[src/pus_pkg.sv]
`default_nettype none
package pus_pkg;
   // -------------------------------------------------------------------
   // Register map
   // -------------------------------------------------------------------
   localparam logic [6:0] FUNCTION_POWER_DOWN_ADDR = 7'h1e;
   localparam int PLL_DISABLE_BIT = 0;
   localparam int RECEIVER_DISABLE_BIT = 1;
   localparam int TRANSMITTER_DISABLE_BIT = 2;
   localparam int OSCILLATOR_DISABLE_BIT = 3;
   localparam int AUDIO_PORT_DISABLE_BIT = 4;
   localparam int ALL_OUTPUTS_HIZ_BIT = 5;
   localparam logic [5:0] PWR_RESET_SOFTWARE = 6'h07;
   localparam logic [5:0] PWR_RESET_HARDWARE = 6'h00;
   // -------------------------------------------------------------------
   // Two-wire bus addresses
   // -------------------------------------------------------------------
   localparam logic [6:0] DEV_ADDR_CSB_LOW = 7'h3a;
   localparam logic [6:0] DEV_ADDR_CSB_HIGH = 7'h3b;
   // -------------------------------------------------------------------
   // Input-hold timing
   // -------------------------------------------------------------------
   localparam longint HOLD_MIN_NS = 9400;
   localparam longint HOLD_MAX_NS = 25600;
   localparam longint XTAL_FAST_KHZ = 27000;
   localparam longint XTAL_SLOW_KHZ = 10000;
   localparam int HOLD_MIN_XTAL = int'((HOLD_MIN_NS * XTAL_FAST_KHZ + 999999) / 1000000);
   localparam int HOLD_MAX_XTAL = int'((HOLD_MAX_NS * XTAL_SLOW_KHZ) / 1000000);
   localparam int HOLD_XTAL_CYCLES = HOLD_MAX_XTAL;
   // -------------------------------------------------------------------
   // Types
   // -------------------------------------------------------------------
   typedef enum logic {PUS_HOLD, PUS_RUN} pus_state_t;
   typedef struct packed {
      logic software_control_mode;
      logic three_wire_bus;
      logic [6:0] device_address;
      logic audio_port_master_select;
      logic [1:0] audio_port_format_straps;
      logic transmit_source_select;
   } pus_cfg_t;
   typedef struct packed {
      logic pll;
      logic receiver;
      logic transmitter;
      logic oscillator;
      logic audio_port;
   } pus_pwr_t;
   typedef struct packed {
      logic serial_data_in_pin;
      logic sclk;
      logic serial_data_out_pin;
      logic chip_select_pin;
      logic first_general_output_pin;
   } pus_pins_t;
endpackage : pus_pkg
`default_nettype wire

[src/pus_powerup_strap_ctrl.sv]
`default_nettype none
// Function
// - Configuration chosen from five sampled pin levels.
// - Pins held as inputs 9.4 to 25.6 us.
// - Hold length is fixed crystal cycle count.
// - Capture inside hold, then switch pin functions.
// - Software mode starts with bits 0-2 set, bits 3-5 clear.
// - Hardware mode powers everything up automatically.
// - Bits 0,1 disable PLL, receiver; reset 1.
// - Bit 2 disables transmitter; resets 1.
// - Bits 3,4 oscillator, audio port; reset 0.
// - Bit 5 tri-states all outputs; resets 0.
// - Hardware mode audio format from two straps.
// - Serial data low selects hardware mode.
// - General output low selects two-wire bus.
// - Chip select picks two-wire bus address.
module pus_powerup_strap_ctrl #(
   parameter int HOLD_CYCLES = pus_pkg::HOLD_XTAL_CYCLES
) (
   input wire logic clk,
   input wire logic resetn,
   input wire logic xtal_clk_pin,
   input var pus_pkg::pus_pins_t pin_in,
   output pus_pkg::pus_pins_t pin_out,
   output pus_pkg::pus_pins_t pin_oe,
   input wire logic reg_write_en,
   input wire logic reg_read_en,
   input wire logic [6:0] reg_addr,
   input wire logic [7:0] reg_write_data,
   output logic [7:0] reg_read_data,
   input wire logic serial_data_in_pin_ack_drive,
   input wire logic serial_data_out_pin_data,
   input wire logic serial_data_out_pin_drive,
   input wire logic [2:0] gpo_value,
   input wire logic transmit_error_flag,
   input wire logic non_audio_flag,
   input wire logic unlock_flag,
   input wire logic general_flag_output,
   output logic config_done,
   output pus_pkg::pus_cfg_t cfg,
   output pus_pkg::pus_pwr_t pwr_enable,
   output logic all_outputs_hiz
);
   // -------------------------------------------------------------------
   // Elaboration check
   // -------------------------------------------------------------------
   if (HOLD_CYCLES < pus_pkg::HOLD_MIN_XTAL || HOLD_CYCLES > pus_pkg::HOLD_MAX_XTAL
       || HOLD_CYCLES > 65535) begin : g_bad_hold
      $error("HOLD_CYCLES outside the allowed input-hold window.");
   end

   localparam logic [15:0] HOLD_LAST = 16'(HOLD_CYCLES - 1);

   // -------------------------------------------------------------------
   // Input synchronisers
   // -------------------------------------------------------------------
   logic [5:0] sync1, sync2, sync3, filt;
   logic [5:0] next_sync1, next_sync2, next_sync3, next_filt;
   logic xtal_rise;

   always_comb begin
      next_sync1 = {xtal_clk_pin, pin_in};
      next_sync2 = sync1;
      next_sync3 = sync2;
      next_filt = filt;
      if (sync2 == sync3) begin
         next_filt = sync3;
      end
   end

   always_ff @(posedge clk or negedge resetn) begin
      if (!resetn) begin
         sync1 <= 6'h00;
         sync2 <= 6'h00;
         sync3 <= 6'h00;
         filt <= 6'h00;
      end else begin
         sync1 <= next_sync1;
         sync2 <= next_sync2;
         sync3 <= next_sync3;
         filt <= next_filt;
      end
   end

   assign xtal_rise = (sync2[5] == sync3[5]) && sync3[5] && !filt[5];

   // -------------------------------------------------------------------
   // Hold sequencer, strap capture and power-down register
   // -------------------------------------------------------------------
   pus_pkg::pus_state_t state, next_state;
   logic [15:0] hold_count, next_hold_count;
   pus_pkg::pus_cfg_t next_cfg;
   logic [5:0] pwr_down, next_pwr_down;
   logic [7:0] next_reg_read_data;
   logic pwr_hit;
   pus_pkg::pus_pins_t st;

   assign st = filt[4:0];
   assign pwr_hit = reg_addr == pus_pkg::FUNCTION_POWER_DOWN_ADDR;

   always_comb begin
      next_state = state;
      next_hold_count = hold_count;
      next_cfg = cfg;
      next_pwr_down = pwr_down;
      next_reg_read_data = reg_read_data;
      case (state)
         pus_pkg::PUS_HOLD: begin
            if (xtal_rise) begin
               next_hold_count = hold_count + 16'h0001;
            end
            if (xtal_rise && hold_count == HOLD_LAST) begin
               next_state = pus_pkg::PUS_RUN;
               next_cfg.software_control_mode = st.serial_data_in_pin;
               next_cfg.three_wire_bus = st.serial_data_in_pin && st.first_general_output_pin;
               if (st.serial_data_in_pin && !st.first_general_output_pin && st.chip_select_pin) begin
                  next_cfg.device_address = pus_pkg::DEV_ADDR_CSB_HIGH;
               end else begin
                  next_cfg.device_address = pus_pkg::DEV_ADDR_CSB_LOW;
               end
               if (!st.serial_data_in_pin) begin
                  next_cfg.audio_port_master_select = st.sclk;
                  next_cfg.audio_port_format_straps = {st.first_general_output_pin, st.serial_data_out_pin};
                  next_cfg.transmit_source_select = st.chip_select_pin;
                  next_pwr_down = pus_pkg::PWR_RESET_HARDWARE;
               end else begin
                  next_cfg.audio_port_master_select = 1'b0;
                  next_cfg.audio_port_format_straps = 2'h0;
                  next_cfg.transmit_source_select = 1'b0;
                  next_pwr_down = pus_pkg::PWR_RESET_SOFTWARE;
               end
            end
         end
         pus_pkg::PUS_RUN: begin
            if (reg_write_en && pwr_hit && cfg.software_control_mode) begin
               next_pwr_down = reg_write_data[5:0];
            end
         end
         default: begin
            next_state = pus_pkg::PUS_HOLD;
         end
      endcase
      if (reg_read_en) begin
         if (pwr_hit) begin
            next_reg_read_data = {2'h0, pwr_down};
         end else begin
            next_reg_read_data = 8'h00;
         end
      end
   end

   always_ff @(posedge clk or negedge resetn) begin
      if (!resetn) begin
         state <= pus_pkg::PUS_HOLD;
         hold_count <= 16'h0000;
         cfg <= '0;
         pwr_down <= pus_pkg::PWR_RESET_SOFTWARE;
         reg_read_data <= 8'h00;
      end else begin
         state <= next_state;
         hold_count <= next_hold_count;
         cfg <= next_cfg;
         pwr_down <= next_pwr_down;
         reg_read_data <= next_reg_read_data;
      end
   end

   // -------------------------------------------------------------------
   // Function enables
   // -------------------------------------------------------------------
   logic run;

   assign run = state == pus_pkg::PUS_RUN;
   assign config_done = run;
   assign pwr_enable.pll = run && !pwr_down[pus_pkg::PLL_DISABLE_BIT];
   assign pwr_enable.receiver = run && !pwr_down[pus_pkg::RECEIVER_DISABLE_BIT];
   assign pwr_enable.transmitter = run && !pwr_down[pus_pkg::TRANSMITTER_DISABLE_BIT];
   assign pwr_enable.oscillator = run && !pwr_down[pus_pkg::OSCILLATOR_DISABLE_BIT];
   assign pwr_enable.audio_port = run && !pwr_down[pus_pkg::AUDIO_PORT_DISABLE_BIT];
   assign all_outputs_hiz = pwr_down[pus_pkg::ALL_OUTPUTS_HIZ_BIT];

   // -------------------------------------------------------------------
   // Pin function multiplexer
   // -------------------------------------------------------------------
   pus_pkg::pus_pins_t next_pin_out, next_pin_oe;

   always_comb begin
      next_pin_out = '0;
      next_pin_oe = '0;
      if (run && !cfg.software_control_mode) begin
         next_pin_out.sclk = transmit_error_flag;
         next_pin_out.serial_data_out_pin = non_audio_flag;
         next_pin_out.chip_select_pin = unlock_flag;
         next_pin_out.first_general_output_pin = general_flag_output;
         next_pin_oe = 5'h0f;
      end else if (run && cfg.three_wire_bus) begin
         next_pin_out.serial_data_out_pin = serial_data_out_pin_data;
         next_pin_oe.serial_data_out_pin = serial_data_out_pin_drive && !st.chip_select_pin;
         next_pin_out.first_general_output_pin = gpo_value[0];
         next_pin_oe.first_general_output_pin = 1'b1;
      end else if (run) begin
         next_pin_oe.serial_data_in_pin = serial_data_in_pin_ack_drive;
         next_pin_out.serial_data_out_pin = gpo_value[1];
         next_pin_out.chip_select_pin = gpo_value[2];
         next_pin_out.first_general_output_pin = gpo_value[0];
         next_pin_oe.serial_data_out_pin = 1'b1;
         next_pin_oe.chip_select_pin = 1'b1;
         next_pin_oe.first_general_output_pin = 1'b1;
      end
      if (pwr_down[pus_pkg::ALL_OUTPUTS_HIZ_BIT]) begin
         next_pin_oe = '0;
      end
   end

   always_ff @(posedge clk or negedge resetn) begin
      if (!resetn) begin
         pin_out <= '0;
         pin_oe <= '0;
      end else begin
         pin_out <= next_pin_out;
         pin_oe <= next_pin_oe;
      end
   end
endmodule : pus_powerup_strap_ctrl
`default_nettype wire

[config.mk]
export PLATFORM = sky130hd
export DESIGN_NAME = pus_powerup_strap_ctrl
export DESIGN_NICKNAME = d
export VERILOG_FILES = /design/src/pus_pkg.sv /design/src/pus_powerup_strap_ctrl.sv
export SDC_FILE = /design/constraint.sdc
export NUM_CORES = 1
export LEC_CHECK = 0
export ABC_CLOCK_PERIOD_IN_PS = 1800
export BUFFER_PORTS_ARGS = -buffer_cell sky130_fd_sc_hd__buf_4
export CELL_PAD_IN_SITES_DETAIL_PLACEMENT = 1
export CELL_PAD_IN_SITES_GLOBAL_PLACEMENT = 1
export CORE_UTILIZATION = 35
export DETAILED_ROUTE_END_ITERATION = 16
export HOLD_SLACK_MARGIN = 0.03
export PLACE_DENSITY = 0.74
export SKIP_CTS_REPAIR_TIMING = 1
export SLEW_MARGIN = 10
export SYNTH_ARGS = -nofsm -noshare
export SYNTH_HDL_FRONTEND = slang
export SYNTH_SLANG_ARGS = --single-unit
[constraint.sdc]
create_clock -name clk -period 1.8 [get_ports clk]
set_input_delay 0.09 -clock clk [delete_from_list [all_inputs] [get_ports clk]]
set_output_delay 0.09 -clock clk [all_outputs]
set_load 0.02 [all_outputs]
==> metrics.md <==
| Metric | Value |
|---|---|
| Die height | `93.35 um` |
| Synthesized area | `2920 um^2` |
| Met2 wire len | `3519 um` |
| Commonest non-fill, non-tap cell in the layout | `buf_4` |
| Min cycle time layout | `1.956 ns` |
| Vias | `2,177` |
| Worst min-delay path class | `in -> reg` |
| Post-synthesis mux area share | `7.455%` |
| R2R Path End | `cfg[4]` |
| Gpl congestion | `0.7641` |
| Layout Skew | `0.009923 ns` |
| Largest net degree at the start of global routing | `41` |
| Critical path endpoint category | `flip-flop` |
| Unrepaired setup endpoints after global routing | `true` |
| Top post-synthesis cells by area | `dfrtp_1, mux2_2, nand2_1` |
| Sw frac | `27.05%` |
| Worst Min Path Start | `gpo_value[2]` |
| First-pass GRT wire length | `10,200 um` |
| CTS Buf Count | `9` |
| Period utilization | `108.7%` |
| Clock Sinks | `70` |
| CTS Buffer Depth | `2` |
| Buffer and inverter count on the worst path | `0` |
| Row cnt | `32` |
| XOR/XNOR share of the synthesized area | `5.998%` |
| Initial antenna violation count | `0` |
| Clock power share | `36.6%` |
| Port bufs | `65` |
| #FFs+latches synth | `70` |
| Die area | `8713 um^2` |
| Yosys top cell area share | `57.41%` |
| Via density | `4.806` |
| Synth Area in Compound Gates | `3.599%` |
| Syn Inst Count | `240` |
| Startpoint Class | `flip-flop` |
| Simple-gate portion of the synthesized area | `17.48%` |
| Die width | `93.35 um` |
| Power Internal | `2.627 mW` |
| Comb pwr share | `12.6%` |
| Synth area leader | `dfrtp_1` |
| Root Driver | `clkbuf_8` |
| Wl on met1 | `2885 um` |
| Post-synthesis sequential area ratio | `60.11%` |
| Status | `finished, violations left` |
| Failing checks | `setup timing` |
| Max Fclk | `511.2 MHz` |
| Filler cell count | `833` |
| Flop pwr share | `50.8%` |
| R2R Setup Slk | `-0.16 ns` |
| Final WL | `6940 um` |
| CP top delay family | `simple AND/OR/NAND/NOR gates` |
| Post-place setup slack | `-0.07800 ns` |
| Most frequent cells in the layout | `buf_4, dfrtp_1, nand2_1` |
| Setup-failing EPs final | `7` |
| Post-synthesis cell type count | `43` |
| DRC viols | `0` |
| Max incr delay on CP | `0.59 ns` |
| WHS Endpoint | `pin_out[1]` |
| CTS tree | `built` |
| Cells on Worst Hold Path | `3` |
| Clk_lat worst skew | `0.36 ns` |
| Switching Power | `0.9740 mW` |
| Top_reg_cell synth | `dfrtp_1` |
| P_leak | `2.082 nW` |
| Wire length on met3 | `420 um` |
| Gr usage total | `15.49%` |
| CP Data Required Time | `2.04 ns` |
| Drt pass-1 iters | `4` |
| Layout area overhead | `39.97%` |
| H-tree depth | `3` |
| Largest family of logic cells by synthesized area | `simple AND/OR/NAND/NOR gates` |
| Initial Utilization | `37.02%` |
| Crit-path slowest cell | `or4_4` |
| Top layer in use | `met4` |
| Peak VDD IR | `0.5748 mV` |
| RR Startpoint | `hold_count[9]` |
| Number of flops mapped to enable cells by yosys | `0` |
| Share of cells above drive strength 1 | `39.60%` |
| Worst-path cell chain | `or4_4 -> nor4_4 -> nand3b_4 -> mux2_4` |
| Setup Crit Path Kind | `reg -> reg` |
| Wire per inst | `15.32 um` |
| Grt total ovfl | `0` |
| Post-DRT Antenna Nets | `0` |
| Antenna cells | `0` |
| Max-cap viol count | `0` |
| Initial DRC Count | `75` |
| Vias in the first global route | `2,098` |
| Crit path arrival time | `2.20 ns` |
| Power per cell area | `880.9 nW/um^2` |
| Ys async rst share | `100.0%` |
| Avg Cell Area, Syn | `12.17 um^2` |
| Core Footprint | `7888 um^2` |
| Slew Limit Fails | `0` |
| Layout Nets | `383` |
| HPWL after DPL | `4447 um` |
| Fin. Hold Viols | `0` |
| Reg2Reg Depth | `4` |
| I/O pin cnt | `73` |
| Fin util | `51.82%` |
| Total number of yosys warnings | `0` |
| Max Fanout on Critical Path | `7` |
| Post-Synth Adder-Cell Area | `0.8569%` |
| Final WS setup | `-0.1563 ns` |
| Clock Pin Slew Worst Setup and Hold Paths | `0.08 ns` |
## flip-flops by register name (all words and copies together), names as in the netlist, 5 cells and up
signal and count:
pwr_down 6, hold_count 16, next_sync3 6, sync3 6, reg_read_data 6, next_sync2 6
pin_oe 5, cfg 8, filt 6
## power by group through the flow
stage	Combinational (mW)	Clock (mW)	Sequential (mW)
2_1_floorplan	0.234	0	1.81
3_3_place_gp	0.385	0	1.83
3_5_place_dp	0.406	0	1.84
4_1_cts	0.411	1.36	1.82
5_1_grt	0.495	1.44	1.84
6_report	0.453	1.32	1.83
## per-layer routing
metal  up-vias  track usage, %
met4         0           7.179
met1      1079           18.92
met2        84           24.94
met3         9           4.878
met5         -               0
li1       1005               -
## Yosys cell counts (2+ instances only)
cell type,n
mux2_4,5
clkbuf_1,5
mux2i_1,3
nand3_1,4
nand2b_1,2
inv_1,12
nand4b_1,2
and3_1,5
nor4_1,2
nor3_1,4
o22ai_1,3
mux2_2,10
dfrtp_1,67
nand4_1,6
dfstp_2,3
o21ai_0,7
ha_1,2
xor2_1,10
o211ai_1,3
nor4bb_1,2
buf_4,8
and2b_2,4
nand2_1,29
nor2_1,6
and3b_1,3
or2_2,2
xnor2_1,10
nor2b_1,6
## through the flow
| step | setup TNS [ns] | instance area [um^2] | instances | total power, mW | hold slack [ns] |
|---|---|---|---|---|---|
| 6_report | -0.8370 | 4088 | 453 | 3.601 | 0.03641 |
| 5_1_grt | -2.232 | 4088 | 453 | 3.778 | 0.04504 |
| 4_1_cts | -0.8653 | 3851 | 435 | 3.590 | -0.3419 |
| 3_5_place_dp | -0.6247 | 3646 | 419 | 2.250 | 0.04966 |
| 3_3_place_gp | -0.3562 | 3646 | 419 | 2.218 | 0.05104 |
| 2_1_floorplan | -0.1761 | 2935 | 244 | 2.046 | -0.2056 |
## how the worst max path moves through the flow
stage | from | endpoint | slack (ns) | cells after the start
4_1_cts | hold_count[14] | cfg[4] | -0.1 | 4
5_1_grt | hold_count[9] | cfg[4] | -0.19 | 4
3_3_place_gp | hold_count[14] | cfg[1] | -0.06 | 4
6_report | hold_count[9] | cfg[4] | -0.16 | 4
2_1_floorplan | hold_count[14] | cfg[0] | -0.04 | 4
3_5_place_dp | hold_count[14] | cfg[4] | -0.08 | 4
## cell families (layout without fill, tap and decap cells)
kind of cell    Yosys count  after routing
compound gates           17             17
xor+xnor                 20             20
fa+ha+maj                 2              2
buf+inv                  26            133
flops                    70             70
mux                      18             18
other cells               1              5
simple gates             86             86
## tightest hold or removal path, delay by kind of cell
| kind | cells | cell delay (ns) |
|---|---|---|
| compound gates | 1 | 0.08 |
| simple gates | 1 | 0.07 |
| buf+inv | 1 | 0.11 |
## cell type report
cell class / instances / area (um^2) / share of cell area [%]
Clock buffer: 9 / 123.9 / 3.030
Tap cell: 102 / 127.6 / 3.122
Inverter: 12 / 45.04 / 1.102
Clock inverter: 7 / 81.33 / 1.990
Multi-Input combinational cell: 148 / 1109 / 27.12
Sequential cell: 70 / 1755 / 42.94
Timing Repair Buffer: 105 / 845.8 / 20.69
Power figures use the tool's default switching activity.
